$ cat config.mk
export PLATFORM = sky130hd
export DESIGN_NAME = bfc_unit
export DESIGN_NICKNAME = d
export VERILOG_FILES = /design/src/include/bfc_pkg.sv /design/src/bfc_unit.sv
export SDC_FILE = /design/constraint.sdc
export NUM_CORES = 1
export LEC_CHECK = 0
export BUFFER_PORTS_ARGS = -buffer_cell sky130_fd_sc_hd__buf_2
export CORE_ASPECT_RATIO = 0.75
export CORE_MARGIN = 2
export CORE_UTILIZATION = 57
export DETAILED_ROUTE_END_ITERATION = 12
export GPL_ROUTABILITY_DRIVEN = 0
export GPL_TIMING_DRIVEN = 0
export PLACE_DENSITY = 0.87
export SLEW_MARGIN = 20
export SYNTH_ARGS = -nofsm -noshare
export SYNTH_HDL_FRONTEND = slang
export SYNTH_SLANG_ARGS = --single-unit
$ cat constraint.sdc
create_clock -name clk_i -period 4.9 [get_ports clk_i]
set_input_delay 0.49 -clock clk_i [delete_from_list [all_inputs] [get_ports clk_i]]
set_output_delay 0.49 -clock clk_i [all_outputs]
set_load 0.05 [all_outputs]
$ cat src/include/bfc_pkg.sv
// Shared constants and types for the branch and program-flow unit
package bfc_pkg;

  // Operations handled by the unit
  typedef enum logic [4:0] {
    BFC_OP_POINTER_JUMP = 5'h00,
    BFC_OP_OFFSET_CALL = 5'h01,
    BFC_OP_POINTER_CALL = 5'h02,
    BFC_OP_SUBROUTINE_RETURN = 5'h03,
    BFC_OP_EQUAL_COMPARE_SKIP = 5'h04,
    BFC_OP_REGISTER_COMPARE = 5'h05,
    BFC_OP_CARRY_COMPARE = 5'h06,
    BFC_OP_IMMEDIATE_COMPARE = 5'h07,
    BFC_OP_REG_BIT_CLEAR_SKIP = 5'h08,
    BFC_OP_REG_BIT_SET_SKIP = 5'h09,
    BFC_OP_IO_BIT_CLEAR_SKIP = 5'h0A,
    BFC_OP_IO_BIT_SET_SKIP = 5'h0B,
    BFC_OP_FLAG_SET_BRANCH = 5'h0C,
    BFC_OP_FLAG_CLEAR_BRANCH = 5'h0D,
    BFC_OP_EQUAL_BRANCH = 5'h0E,
    BFC_OP_UNEQUAL_BRANCH = 5'h0F,
    BFC_OP_CARRY_SET_BRANCH = 5'h10,
    BFC_OP_CARRY_CLEAR_BRANCH = 5'h11,
    BFC_OP_SAME_HIGHER_BRANCH = 5'h12,
    BFC_OP_LOWER_BRANCH = 5'h13,
    BFC_OP_MINUS_BRANCH = 5'h14,
    BFC_OP_PLUS_BRANCH = 5'h15,
    BFC_OP_SIGNED_GE_BRANCH = 5'h16,
    BFC_OP_SIGNED_LT_BRANCH = 5'h17,
    BFC_OP_HALFCARRY_SET_BRANCH = 5'h18,
    BFC_OP_HALFCARRY_CLEAR_BRANCH = 5'h19,
    BFC_OP_TRANSFER_BIT_BRANCH = 5'h1A
  } bfc_op_e;

  // Sequencer states, Gray along idle to busy
  typedef enum logic [0:0] {
    BFC_IDLE = 1'b0,
    BFC_BUSY = 1'b1
  } bfc_state_e;

  // Bit positions in the status flags register
  localparam int unsigned FLAG_C = 0;
  localparam int unsigned FLAG_Z = 1;
  localparam int unsigned FLAG_N = 2;
  localparam int unsigned FLAG_V = 3;
  localparam int unsigned FLAG_H = 5;
  localparam int unsigned FLAG_T = 6;

  // Cycle counts per instruction class
  localparam logic [2:0] CYC_JUMP = 3'h2;
  localparam logic [2:0] CYC_CALL = 3'h3;
  localparam logic [2:0] CYC_RETURN = 3'h4;
  localparam logic [2:0] CYC_SINGLE = 3'h1;
  localparam logic [2:0] CYC_TAKEN = 3'h2;
  localparam logic [2:0] CYC_SKIP_ONE = 3'h2;
  localparam logic [2:0] CYC_SKIP_TWO = 3'h3;

  // Program counter advances
  localparam logic [1:0] STEP_NEXT = 2'h1;
  localparam logic [1:0] STEP_SKIP_ONE = 2'h2;
  localparam logic [1:0] STEP_SKIP_TWO = 2'h3;

  // Values after reset
  localparam logic [7:0] FLAGS_RESET = 8'h00;
  localparam logic [2:0] CNT_RESET = 3'h0;

endpackage

$ cat src/bfc_unit.sv
// Branch, call, return, skip and compare sequencer of the 8-bit core
// Function
// - Pointer jump loads Z, two cycles
// - Offset call pushes, jumps PC+k+1, three cycles
// - Pointer call pushes, loads Z, three cycles
// - Return pops PC from stack, four cycles
// - Equal compare skips next instruction when equal
// - Compares subtract, set flags, one cycle
// - Register bit test skips on clear/set
// - I/O bit test skips on clear/set
// - Generic flag branches test selected status bit
// - Equal/unequal branches follow zero flag
// - Carry branches follow carry flag
// - Minus/plus branches follow negative flag
// - Signed branches follow negative xor overflow
// - Half-carry branches follow half-carry flag
// - Transfer-bit branch taken when T set
`timescale 1ns/1ns
module bfc_unit
#(
  parameter int unsigned PC_W = 16, // Program counter width
  parameter int unsigned OFS_W = 12 // Signed offset width
)
(
  input wire logic clk_i, // Core clock
  input wire logic rst_b_i, // Asynchronous reset, active low
  input wire logic start_i, // Instruction request
  output logic ready_o, // Request can be taken
  input wire bfc_pkg::bfc_op_e op_i, // Operation
  input wire logic [PC_W-1:0] pc_i, // Address of this instruction
  input wire logic [15:0] z_ptr_i, // Z pointer pair
  input wire logic [7:0] rd_i, // First operand register
  input wire logic [7:0] rr_i, // Second operand register
  input wire logic [7:0] imm_i, // Immediate operand
  input wire logic [OFS_W-1:0] offset_i, // Signed relative offset
  input wire logic [2:0] bit_sel_i, // Selected bit
  input wire logic [7:0] io_reg_i, // Addressed I/O register value
  input wire logic next_two_word_i, // Following instruction is two words
  input wire logic [7:0] flags_i, // Current status flags
  input wire logic [PC_W-1:0] stack_data_i, // Popped return address
  output logic done_o, // Last cycle of the instruction
  output logic busy_o, // Instruction in progress
  output logic [PC_W-1:0] pc_o, // Next program counter
  output logic push_o, // Push return address
  output logic [PC_W-1:0] push_data_o, // Return address to push
  output logic pop_o, // Pop return address
  output logic [7:0] flags_o, // New status flags
  output logic flags_we_o // Write new flags
);
  import bfc_pkg::*;

  // Flag condition of a branch operation
  function automatic logic branch_hit(input bfc_op_e op, input logic [7:0] f, input logic [2:0] s);
    case (op)
      BFC_OP_FLAG_SET_BRANCH: branch_hit = f[s];
      BFC_OP_FLAG_CLEAR_BRANCH: branch_hit = !f[s];
      BFC_OP_EQUAL_BRANCH: branch_hit = f[FLAG_Z];
      BFC_OP_UNEQUAL_BRANCH: branch_hit = !f[FLAG_Z];
      BFC_OP_CARRY_SET_BRANCH, BFC_OP_LOWER_BRANCH: branch_hit = f[FLAG_C];
      BFC_OP_CARRY_CLEAR_BRANCH, BFC_OP_SAME_HIGHER_BRANCH: branch_hit = !f[FLAG_C];
      BFC_OP_MINUS_BRANCH: branch_hit = f[FLAG_N];
      BFC_OP_PLUS_BRANCH: branch_hit = !f[FLAG_N];
      BFC_OP_SIGNED_GE_BRANCH: branch_hit = !(f[FLAG_N] ^ f[FLAG_V]);
      BFC_OP_SIGNED_LT_BRANCH: branch_hit = f[FLAG_N] ^ f[FLAG_V];
      BFC_OP_HALFCARRY_SET_BRANCH: branch_hit = f[FLAG_H];
      BFC_OP_HALFCARRY_CLEAR_BRANCH: branch_hit = !f[FLAG_H];
      BFC_OP_TRANSFER_BIT_BRANCH: branch_hit = f[FLAG_T];
      default: branch_hit = 1'b0;
    endcase
  endfunction
  // Operation is a conditional relative branch
  function automatic logic is_branch(input bfc_op_e op);
    is_branch = (op >= BFC_OP_FLAG_SET_BRANCH) && (op <= BFC_OP_TRANSFER_BIT_BRANCH);
  endfunction
  // Operation is one of the three compares
  function automatic logic is_compare(input bfc_op_e op);
    is_compare = (op == BFC_OP_REGISTER_COMPARE) || (op == BFC_OP_CARRY_COMPARE)
      || (op == BFC_OP_IMMEDIATE_COMPARE);
  endfunction
  bfc_state_e state_q; // Sequencer state
  logic [2:0] cnt_q; // Cycles left including this one
  logic last; // Final cycle of a busy instruction
  logic accept; // Request taken this edge
  logic [PC_W-1:0] pc_q; // Target program counter
  logic [PC_W-1:0] pc_next; // Target computed at accept
  logic [PC_W-1:0] pc_plus1; // Address after this instruction
  logic [PC_W-1:0] ofs_ext; // Sign-extended offset
  logic [2:0] cyc_next; // Cycle count computed at accept
  logic skip_hit; // Skip condition met
  logic push_q; // Push pulse
  logic [PC_W-1:0] push_data_q; // Return address held
  logic pop_q; // Pop pulse
  logic popped_q; // Stack data valid this cycle
  logic [7:0] flags_q; // Flags from last compare
  logic flags_we_q; // Flag write pulse
  logic [7:0] sub_b; // Subtrahend
  logic sub_cin; // Borrow in for carry compare
  logic [8:0] diff; // Compare difference with borrow
  logic [7:0] cmp_flags; // Flags from the compare
  // Handshake
  assign last = (state_q == BFC_BUSY) && (cnt_q == CYC_SINGLE);
  assign ready_o = (state_q == BFC_IDLE) || last;
  assign accept = start_i && ready_o;
  assign done_o = last;
  assign busy_o = (state_q == BFC_BUSY);
  assign pc_o = pc_q;
  assign push_o = push_q;
  assign push_data_o = push_data_q;
  assign pop_o = pop_q;
  assign flags_o = flags_q;
  assign flags_we_o = flags_we_q;
  // Common address arithmetic
  assign pc_plus1 = pc_i + PC_W'(STEP_NEXT);
  assign ofs_ext = {{(PC_W-OFS_W){offset_i[OFS_W-1]}}, offset_i};
  // Compare subtraction, result discarded
  always_comb
  begin
    sub_b = (op_i == BFC_OP_IMMEDIATE_COMPARE) ? imm_i : rr_i;
    sub_cin = (op_i == BFC_OP_CARRY_COMPARE) ? flags_i[FLAG_C] : 1'b0;
    diff = {1'b0, rd_i} - {1'b0, sub_b} - {8'h00, sub_cin};
    cmp_flags = flags_i;
    cmp_flags[FLAG_C] = diff[8];
    cmp_flags[FLAG_N] = diff[7];
    cmp_flags[FLAG_V] = (rd_i[7] & ~sub_b[7] & ~diff[7]) | (~rd_i[7] & sub_b[7] & diff[7]);
    cmp_flags[FLAG_H] = (~rd_i[3] & sub_b[3]) | (sub_b[3] & diff[3]) | (diff[3] & ~rd_i[3]);
    // Carry compare keeps zero only if it was already set
    cmp_flags[FLAG_Z] = (diff[7:0] == 8'h00) && ((op_i != BFC_OP_CARRY_COMPARE) || flags_i[FLAG_Z]);
  end
  // Skip condition per skip form
  always_comb
  begin
    case (op_i)
      BFC_OP_EQUAL_COMPARE_SKIP: skip_hit = (rd_i == rr_i);
      BFC_OP_REG_BIT_CLEAR_SKIP: skip_hit = !rr_i[bit_sel_i];
      BFC_OP_REG_BIT_SET_SKIP: skip_hit = rr_i[bit_sel_i];
      BFC_OP_IO_BIT_CLEAR_SKIP: skip_hit = !io_reg_i[bit_sel_i];
      BFC_OP_IO_BIT_SET_SKIP: skip_hit = io_reg_i[bit_sel_i];
      default: skip_hit = 1'b0;
    endcase
  end
  // Target address and cycle count
  always_comb
  begin
    pc_next = pc_plus1;
    cyc_next = CYC_SINGLE;
    case (op_i)
      BFC_OP_POINTER_JUMP, BFC_OP_POINTER_CALL:
      begin
        pc_next = PC_W'(z_ptr_i);
        cyc_next = (op_i == BFC_OP_POINTER_JUMP) ? CYC_JUMP : CYC_CALL;
      end
      BFC_OP_OFFSET_CALL:
      begin
        pc_next = pc_plus1 + ofs_ext;
        cyc_next = CYC_CALL;
      end
      BFC_OP_SUBROUTINE_RETURN:
      begin
        pc_next = pc_i; // Replaced once the stack answers
        cyc_next = CYC_RETURN;
      end
      default:
        if (skip_hit && next_two_word_i)
        begin
          pc_next = pc_i + PC_W'(STEP_SKIP_TWO);
          cyc_next = CYC_SKIP_TWO;
        end
        else if (skip_hit)
        begin
          pc_next = pc_i + PC_W'(STEP_SKIP_ONE);
          cyc_next = CYC_SKIP_ONE;
        end
        else if (is_branch(op_i) && branch_hit(op_i, flags_i, bit_sel_i))
        begin
          pc_next = pc_plus1 + ofs_ext;
          cyc_next = CYC_TAKEN;
        end
    endcase
  end

  // Sequencer state and cycle counter
  always_ff @(posedge clk_i or negedge rst_b_i)
  begin
    if (!rst_b_i)
    begin
      state_q <= BFC_IDLE;
      cnt_q <= CNT_RESET;
    end
    else if (accept)
    begin
      state_q <= BFC_BUSY;
      cnt_q <= cyc_next;
    end
    else if (last)
    begin
      state_q <= BFC_IDLE;
      cnt_q <= CNT_RESET;
    end
    else if (state_q == BFC_BUSY)
      cnt_q <= cnt_q - 3'h1;
  end

  // Program counter result, return takes popped value
  always_ff @(posedge clk_i or negedge rst_b_i)
  begin
    if (!rst_b_i)
      pc_q <= '0;
    else if (accept)
      pc_q <= pc_next;
    else if (popped_q)
      pc_q <= stack_data_i;
  end

  // Stack push and pop pulses
  always_ff @(posedge clk_i or negedge rst_b_i)
  begin
    if (!rst_b_i)
    begin
      push_q <= 1'b0;
      push_data_q <= '0;
      pop_q <= 1'b0;
      popped_q <= 1'b0;
    end
    else
    begin
      push_q <= accept && ((op_i == BFC_OP_OFFSET_CALL) || (op_i == BFC_OP_POINTER_CALL));
      pop_q <= accept && (op_i == BFC_OP_SUBROUTINE_RETURN);
      popped_q <= pop_q;
      if (accept)
        push_data_q <= pc_plus1;
    end
  end

  // Flag result, written by compares only
  always_ff @(posedge clk_i or negedge rst_b_i)
  begin
    if (!rst_b_i)
    begin
      flags_q <= FLAGS_RESET;
      flags_we_q <= 1'b0;
    end
    else
    begin
      flags_we_q <= accept && is_compare(op_i);
      if (accept && is_compare(op_i))
        flags_q <= cmp_flags;
    end
  end
endmodule

Word-level counts from Yosys, hierarchy flattened:

Index checks and enable logic that the tools add are counted.

* input bits: 112
* bits in latches: 0
* output and inout bits: 46
* word-level logic and storage cells: 124
* bits in writable memories: 0
* memories: 0
* register bits after elaboration: 48
* memory bits (read-only): 0

* multipliers: 0
* $add $sub $neg: 7
* bitwise operators: 16
* reductions and logical operators: 31
* equality and inequality tests: 29
* div/mod/pow operators: 0
* multiplexer cells: 29
* shift-type cells: 0
* $lt $le $gt $ge: 3

Operator list (count)
* $mux 16: 5
* $eq 5x5->1 const B: 11
* $pmux 16 s3: 1
* $eq 5x4->1 const B: 8
* $add 16x2->16 const B: 2
* $eq 5x3->1 const B: 4
* $add 16x1->16 const B: 1
* $add 16x16->16: 1
* $pmux 1 s13: 1
* $eq 5x2->1 const B: 2
* $mux 1: 10
* $bmux 1 s3: 3
* $logic_and 1x1->1: 9
* $mux 3: 3
* $pmux 3 s3: 1
* $sub 8x8->9: 1
* $sub 9x1->9: 1
* $eq 8x8->1: 1
* $logic_not 1->1: 8
* $logic_not 8->1: 1
* $mux 8: 1
* $and 1x1->1: 7
* $mux 2: 3
* $reduce_or 2->1: 3
* 16 further kinds: 27

Longest topological paths before layout:

* depth after elaboration: 13
* depth in mapped cells: 16
* gate-level depth less buffers: 15

Worst setup path before layout:

No wires, ideal clock.

* kind: input to register
* from: input op_i[1]
* to: register flags_q[1], in the netlist flags_o[1]
* required time: 4817 ps
* library setup time: 83 ps
* buffers on the path: 1
* data arrival time: 3805 ps
* setup slack: 1012 ps
* stages on the path: 13
* cell sequence: buf_2 nand2_1 nor3_2 mux2_2 fa_1 fa_1 a21boi_0 and3_1 o21ai_0 o21ai_0 a22oi_1 or4_1 o22ai_1

* cells in the longest elaborated chain, start to end: 6
* elaborated cells between the ends (all ways): 14
* classes of those cells: add/sub: 2; eq/ne: 4; mux: 2; reduce/logical: 6

Ends and longest elaborated chain
* start, declared: line bfc_unit.sv:29 `input wire bfc_pkg::bfc_op_e op_i,`
* $eq 5x3->1: line bfc_unit.sv:78, bfc_unit.sv:118
* $mux 8: line bfc_unit.sv:118 `sub_b = (op_i == BFC_OP_IMMEDIATE_COMPARE) ? imm_i : rr_i;`
* $sub 8x8->9: line bfc_unit.sv:120 `diff = {1'b0, rd_i} - {1'b0, sub_b} - {8'h00, sub_cin};`
* $sub 9x1->9: line bfc_unit.sv:120
* $logic_not 8->1: line bfc_unit.sv:127 `cmp_flags[FLAG_Z] = (diff[7:0] == 8'h00) && ((op_i != BFC_OP_CARRY_COMPARE) || flags_i[FLAG_Z]);`
* $logic_and 1x1->1: line bfc_unit.sv:127
* end signal, assigned: line bfc_unit.sv:246 `flags_q <= cmp_flags;`
* end, declared: line bfc_unit.sv:94 `logic [7:0] flags_q;`

Parallel ways exist; a longest one is shown, timed or not.
A chain may end at the register's enable or synchronous reset.

Worst setup path after layout:

Same ends and word-level chain as after synthesis.

==> results.sh <==
export IMPL_ys_types=65
export IMPL_grt_pass1_vias=5693
export IMPL_switching_share_pct=54.2
export IMPL_port_buffers=144
export IMPL_cts_setup_buffers=0
export IMPL_grt_pass1_wl_mm=27.8
export IMPL_clockBufferDepth=2
export IMPL_synth_top_area_share_pct=22.4
export IMPL_grt_max_degree=49
export IMPL_synthesis_nets=835
export IMPL_pre_cts_slack_ps=284
export IMPL_diodes=0
export IMPL_hold_viol=0
export IMPL_crit_path_end_kind="flip-flop"
export IMPL_arrival_ps=4540
export IMPL_syn_avg_cell_area_um2=7.90
export IMPL_clock_latency_ps=310
export IMPL_vias=5925
export IMPL_crit_path_start="op_i[1]"
export IMPL_status="finished, final reports clean"
export IMPL_timing_hold_ws_ps=216
export IMPL_layout_common_cells="148 x buf_2, 70 x nand2_1, 63 x nor2_1, 50 x o21ai_0, 49 x inv_1"
export IMPL_dp_cells=951
export IMPL_critPathKind="primary input to flip-flop"
export IMPL_critical_path_buf_inv_count=2
export IMPL_nets=986
export IMPL_synth_edf_count=0
export IMPL_fin_tns_setup_ps=0
export IMPL_r2r_end="pc_o[9]$_DFFE_PN0P_"
export IMPL_period_share_pct=88.2
export IMPL_syn_cell_area_mm2=0.00537
export IMPL_place_area_mm2=0.00625
export IMPL_yosysWarnings=0
export IMPL_clock_sinks=48
export IMPL_cp_depth=14
export IMPL_ant_nets=0
export IMPL_clkPwrFrac_pct=13.4
export IMPL_drcViolationCount=0
export IMPL_async_flop_share_pct=100
export IMPL_maxCapViolations=0
export IMPL_drtIter0Drc=597
export IMPL_slew_headroom_pct=48.9
export IMPL_grt_usage_pct=35.1
export IMPL_final_common_cell="buf_2"
export IMPL_cts_made_buffers=5
export IMPL_min_path_type="primary input to asynchronous set/reset pin"
export IMPL_p_leak_nw=2.96
export IMPL_p_sw_mw=1.50
export IMPL_tritoncts="built"
export IMPL_crit_slowest_cell="nor3_2"
export IMPL_synthToLayoutAreaGrowth_pct=19.3
export IMPL_synth_area_leaders="dfrtp_1 22%, ha_1 9.6%, xnor2_1 5.2%, xor2_1 5.2%, nand2_1 4.9%"
export IMPL_grt_overflow=0
export IMPL_cpPeakStageDelay_ps=630
export IMPL_r2r_start="cnt_q[1]$_DFFE_PN0P_"
export IMPL_timing_final_max_slew_violations=0
export IMPL_critPathLaunchType="primary input"
export IMPL_ff2ff_path_depth=10
export IMPL_drive_above_1_share_pct=22.7
export IMPL_comb_power_share_pct=62.2
export IMPL_ys_ff_latch=48
export IMPL_max_freq_mhz=231
export IMPL_dr_pass1_iters=6
export IMPL_final_instance_count_excl_fill=959
export IMPL_synth_top_area_cell="dfrtp_1"
export IMPL_fill_cells=744
export IMPL_post_route_util_pct=70.5
export IMPL_critPathRequiredTime_ps=5120
export IMPL_crit_end="flags_o[1]$_DFFE_PN0P_"
export IMPL_setup_slack_ps=577
export IMPL_rows=30
export IMPL_crit_path_cell_trace="buf_2 -> buf_2 -> nand2_1 -> nor3_2 -> mux2_2 -> fa_1 -> fa_1 -> a21boi_0 -> o21ai_0 -> nand2_1 -> a21oi_1 -> xnor2_1 -> or4_1 -> o22ai_1"
export IMPL_fin_crit_ps=4320
export IMPL_die_area_mm2=0.0102
export IMPL_start_util_pct=59.1
export IMPL_ys_seq_area_share_pct=22.4
export IMPL_tightestPinTransition_ps=763
export IMPL_cts_resized=0
export IMPL_synth_ff_type="dfrtp_1"
export IMPL_critPathTopFamily="simple AND/OR/NAND/NOR gates"
export IMPL_path_max_fanout=10
export IMPL_htree_levels=2
export IMPL_ioPinCount=158
export IMPL_clk_pin_slew_ps=70
export IMPL_setup_violations=0
export IMPL_fin_worst_skew_ps=7.28
export IMPL_p_int_mw=1.26
export IMPL_wirelength_mm=17.8
export IMPL_finalInstanceArea_mm2=0.00640
export IMPL_antenna_found_initial=0
export IMPL_die_w_um=116
export IMPL_p_total_mw=2.76
export IMPL_power_density_mw_per_mm2=431
export IMPL_cts_root_buffer="clkbuf_16"
export IMPL_regToRegSetupSlack_ps=2180
export IMPL_rsz0062_at_grt="no"
export IMPL_peakVddDrop_v=0.000297
export IMPL_cts_hold_buf=0
export IMPL_core_mm2=0.00908
export IMPL_hpwl_mm=14.1
export IMPL_synth_cells=679
export IMPL_die_h_um=88.0
export IMPL_post_drt_wl_per_cell_um=18.5
export IMPL_seq_power_share_pct=24.4
export IMPL_drt_vias_per_instance=6.18
-- final cells by class --
| class | count | area, µm² | area share [%] |
|---|---|---|---|
| multi-input cells | 541 | 3800 | 59.3 |
| plain buffers | 41 | 183 | 2.85 |
| flip-flops and latches | 48 | 1200 | 18.8 |
| well taps | 128 | 160 | 2.50 |
| clock inverters | 2 | 15.0 | 0.234 |
| inverters | 49 | 184 | 2.87 |
| repair buffers | 144 | 723 | 11.3 |
| clock buffers | 6 | 139 | 2.17 |
-- state kept, by name, summed over array words and instances, names as in the netlist --
| register | flops |
|---|---|
| pop_o | 1 |
| flags_o | 8 |
| cnt_q | 3 |
| pc_o | 16 |
| popped_q | 1 |
| push_data_o | 16 |
| push_o | 1 |
| busy_o | 1 |
| flags_we_o | 1 |
-- cell usage after synthesis (all sizes together) (3+ instances only) --
master,number
nand2,70
nor2,63
o21ai,54
inv,49
dfrtp,48
a21oi,41
ha,41
xnor2,32
xor2,32
clkbuf,28
mux2i,26
nor3,17
o211ai,17
mux2,15
nand3,14
buf,13
nand2b,9
o22ai,9
o221ai,8
a21o,7
a31oi,7
and2,6
mux4,6
nand4,6
nor2b,6
a221oi,5
nand3b,5
a22oi,4
and3,3
fa,3
o21a,3
-- power groups by stage --
stage | registers, mW | clock network, mW | logic [mW]
finish | 0.674 | 0.370 | 1.72
global route | 0.694 | 0.387 | 1.83
CTS | 0.673 | 0.365 | 1.69
detailed placement | 0.678 | 0 | 1.68
global placement | 0.667 | 0 | 1.64
floorplan | 1.24 | 0 | 0.672
-- worst min path at each step --
stage                     from                          end  slack (ps)  cells past startpoint
6_report               rst_b_i       flags_o[1]$_DFFE_PN0P_         220                      1
5_1_grt                rst_b_i  push_data_o[11]$_DFFE_PN0P_         270                      1
4_1_cts        pop_o$_DFF_PN0_           popped_q$_DFF_PN0_         390                      0
3_5_place_dp   pop_o$_DFF_PN0_           popped_q$_DFF_PN0_         370                      0
3_3_place_gp   pop_o$_DFF_PN0_           popped_q$_DFF_PN0_         360                      0
2_1_floorplan          rst_b_i           busy_o$_DFFE_PN0P_         190                      0
-- worst reg2reg max path, delay by kind of cell, from the launching register on --
family          cells  cell delay (ps)
compound gates      5             1060
simple gates        2              900
flops               1              380
fa+ha+maj           1              160
buf+inv             2              130
-- per-layer routing --
| metal | share of wire [%] | track usage, % |
|---|---|---|
| met1 | 41 | 47.7 |
| met2 | 44 | 54.9 |
| met3 | 12 | 8.65 |
| met4 | 2.8 | 12.1 |
| met5 | 0 | 0 |
-- cell families after synthesis --
| logic type | synth area share, % |
|---|---|
| AND/OR/NAND/NOR | 17.7 |
| AO/OA/AOI/OAI | 21.0 |
| buffers and inverters | 6.83 |
| XOR/XNOR | 10.9 |
| flip-flops | 22.4 |
| multiplexers | 10.5 |
| adder cells (fa/ha/maj) | 10.7 |
(Power assumes the default switching activity.)
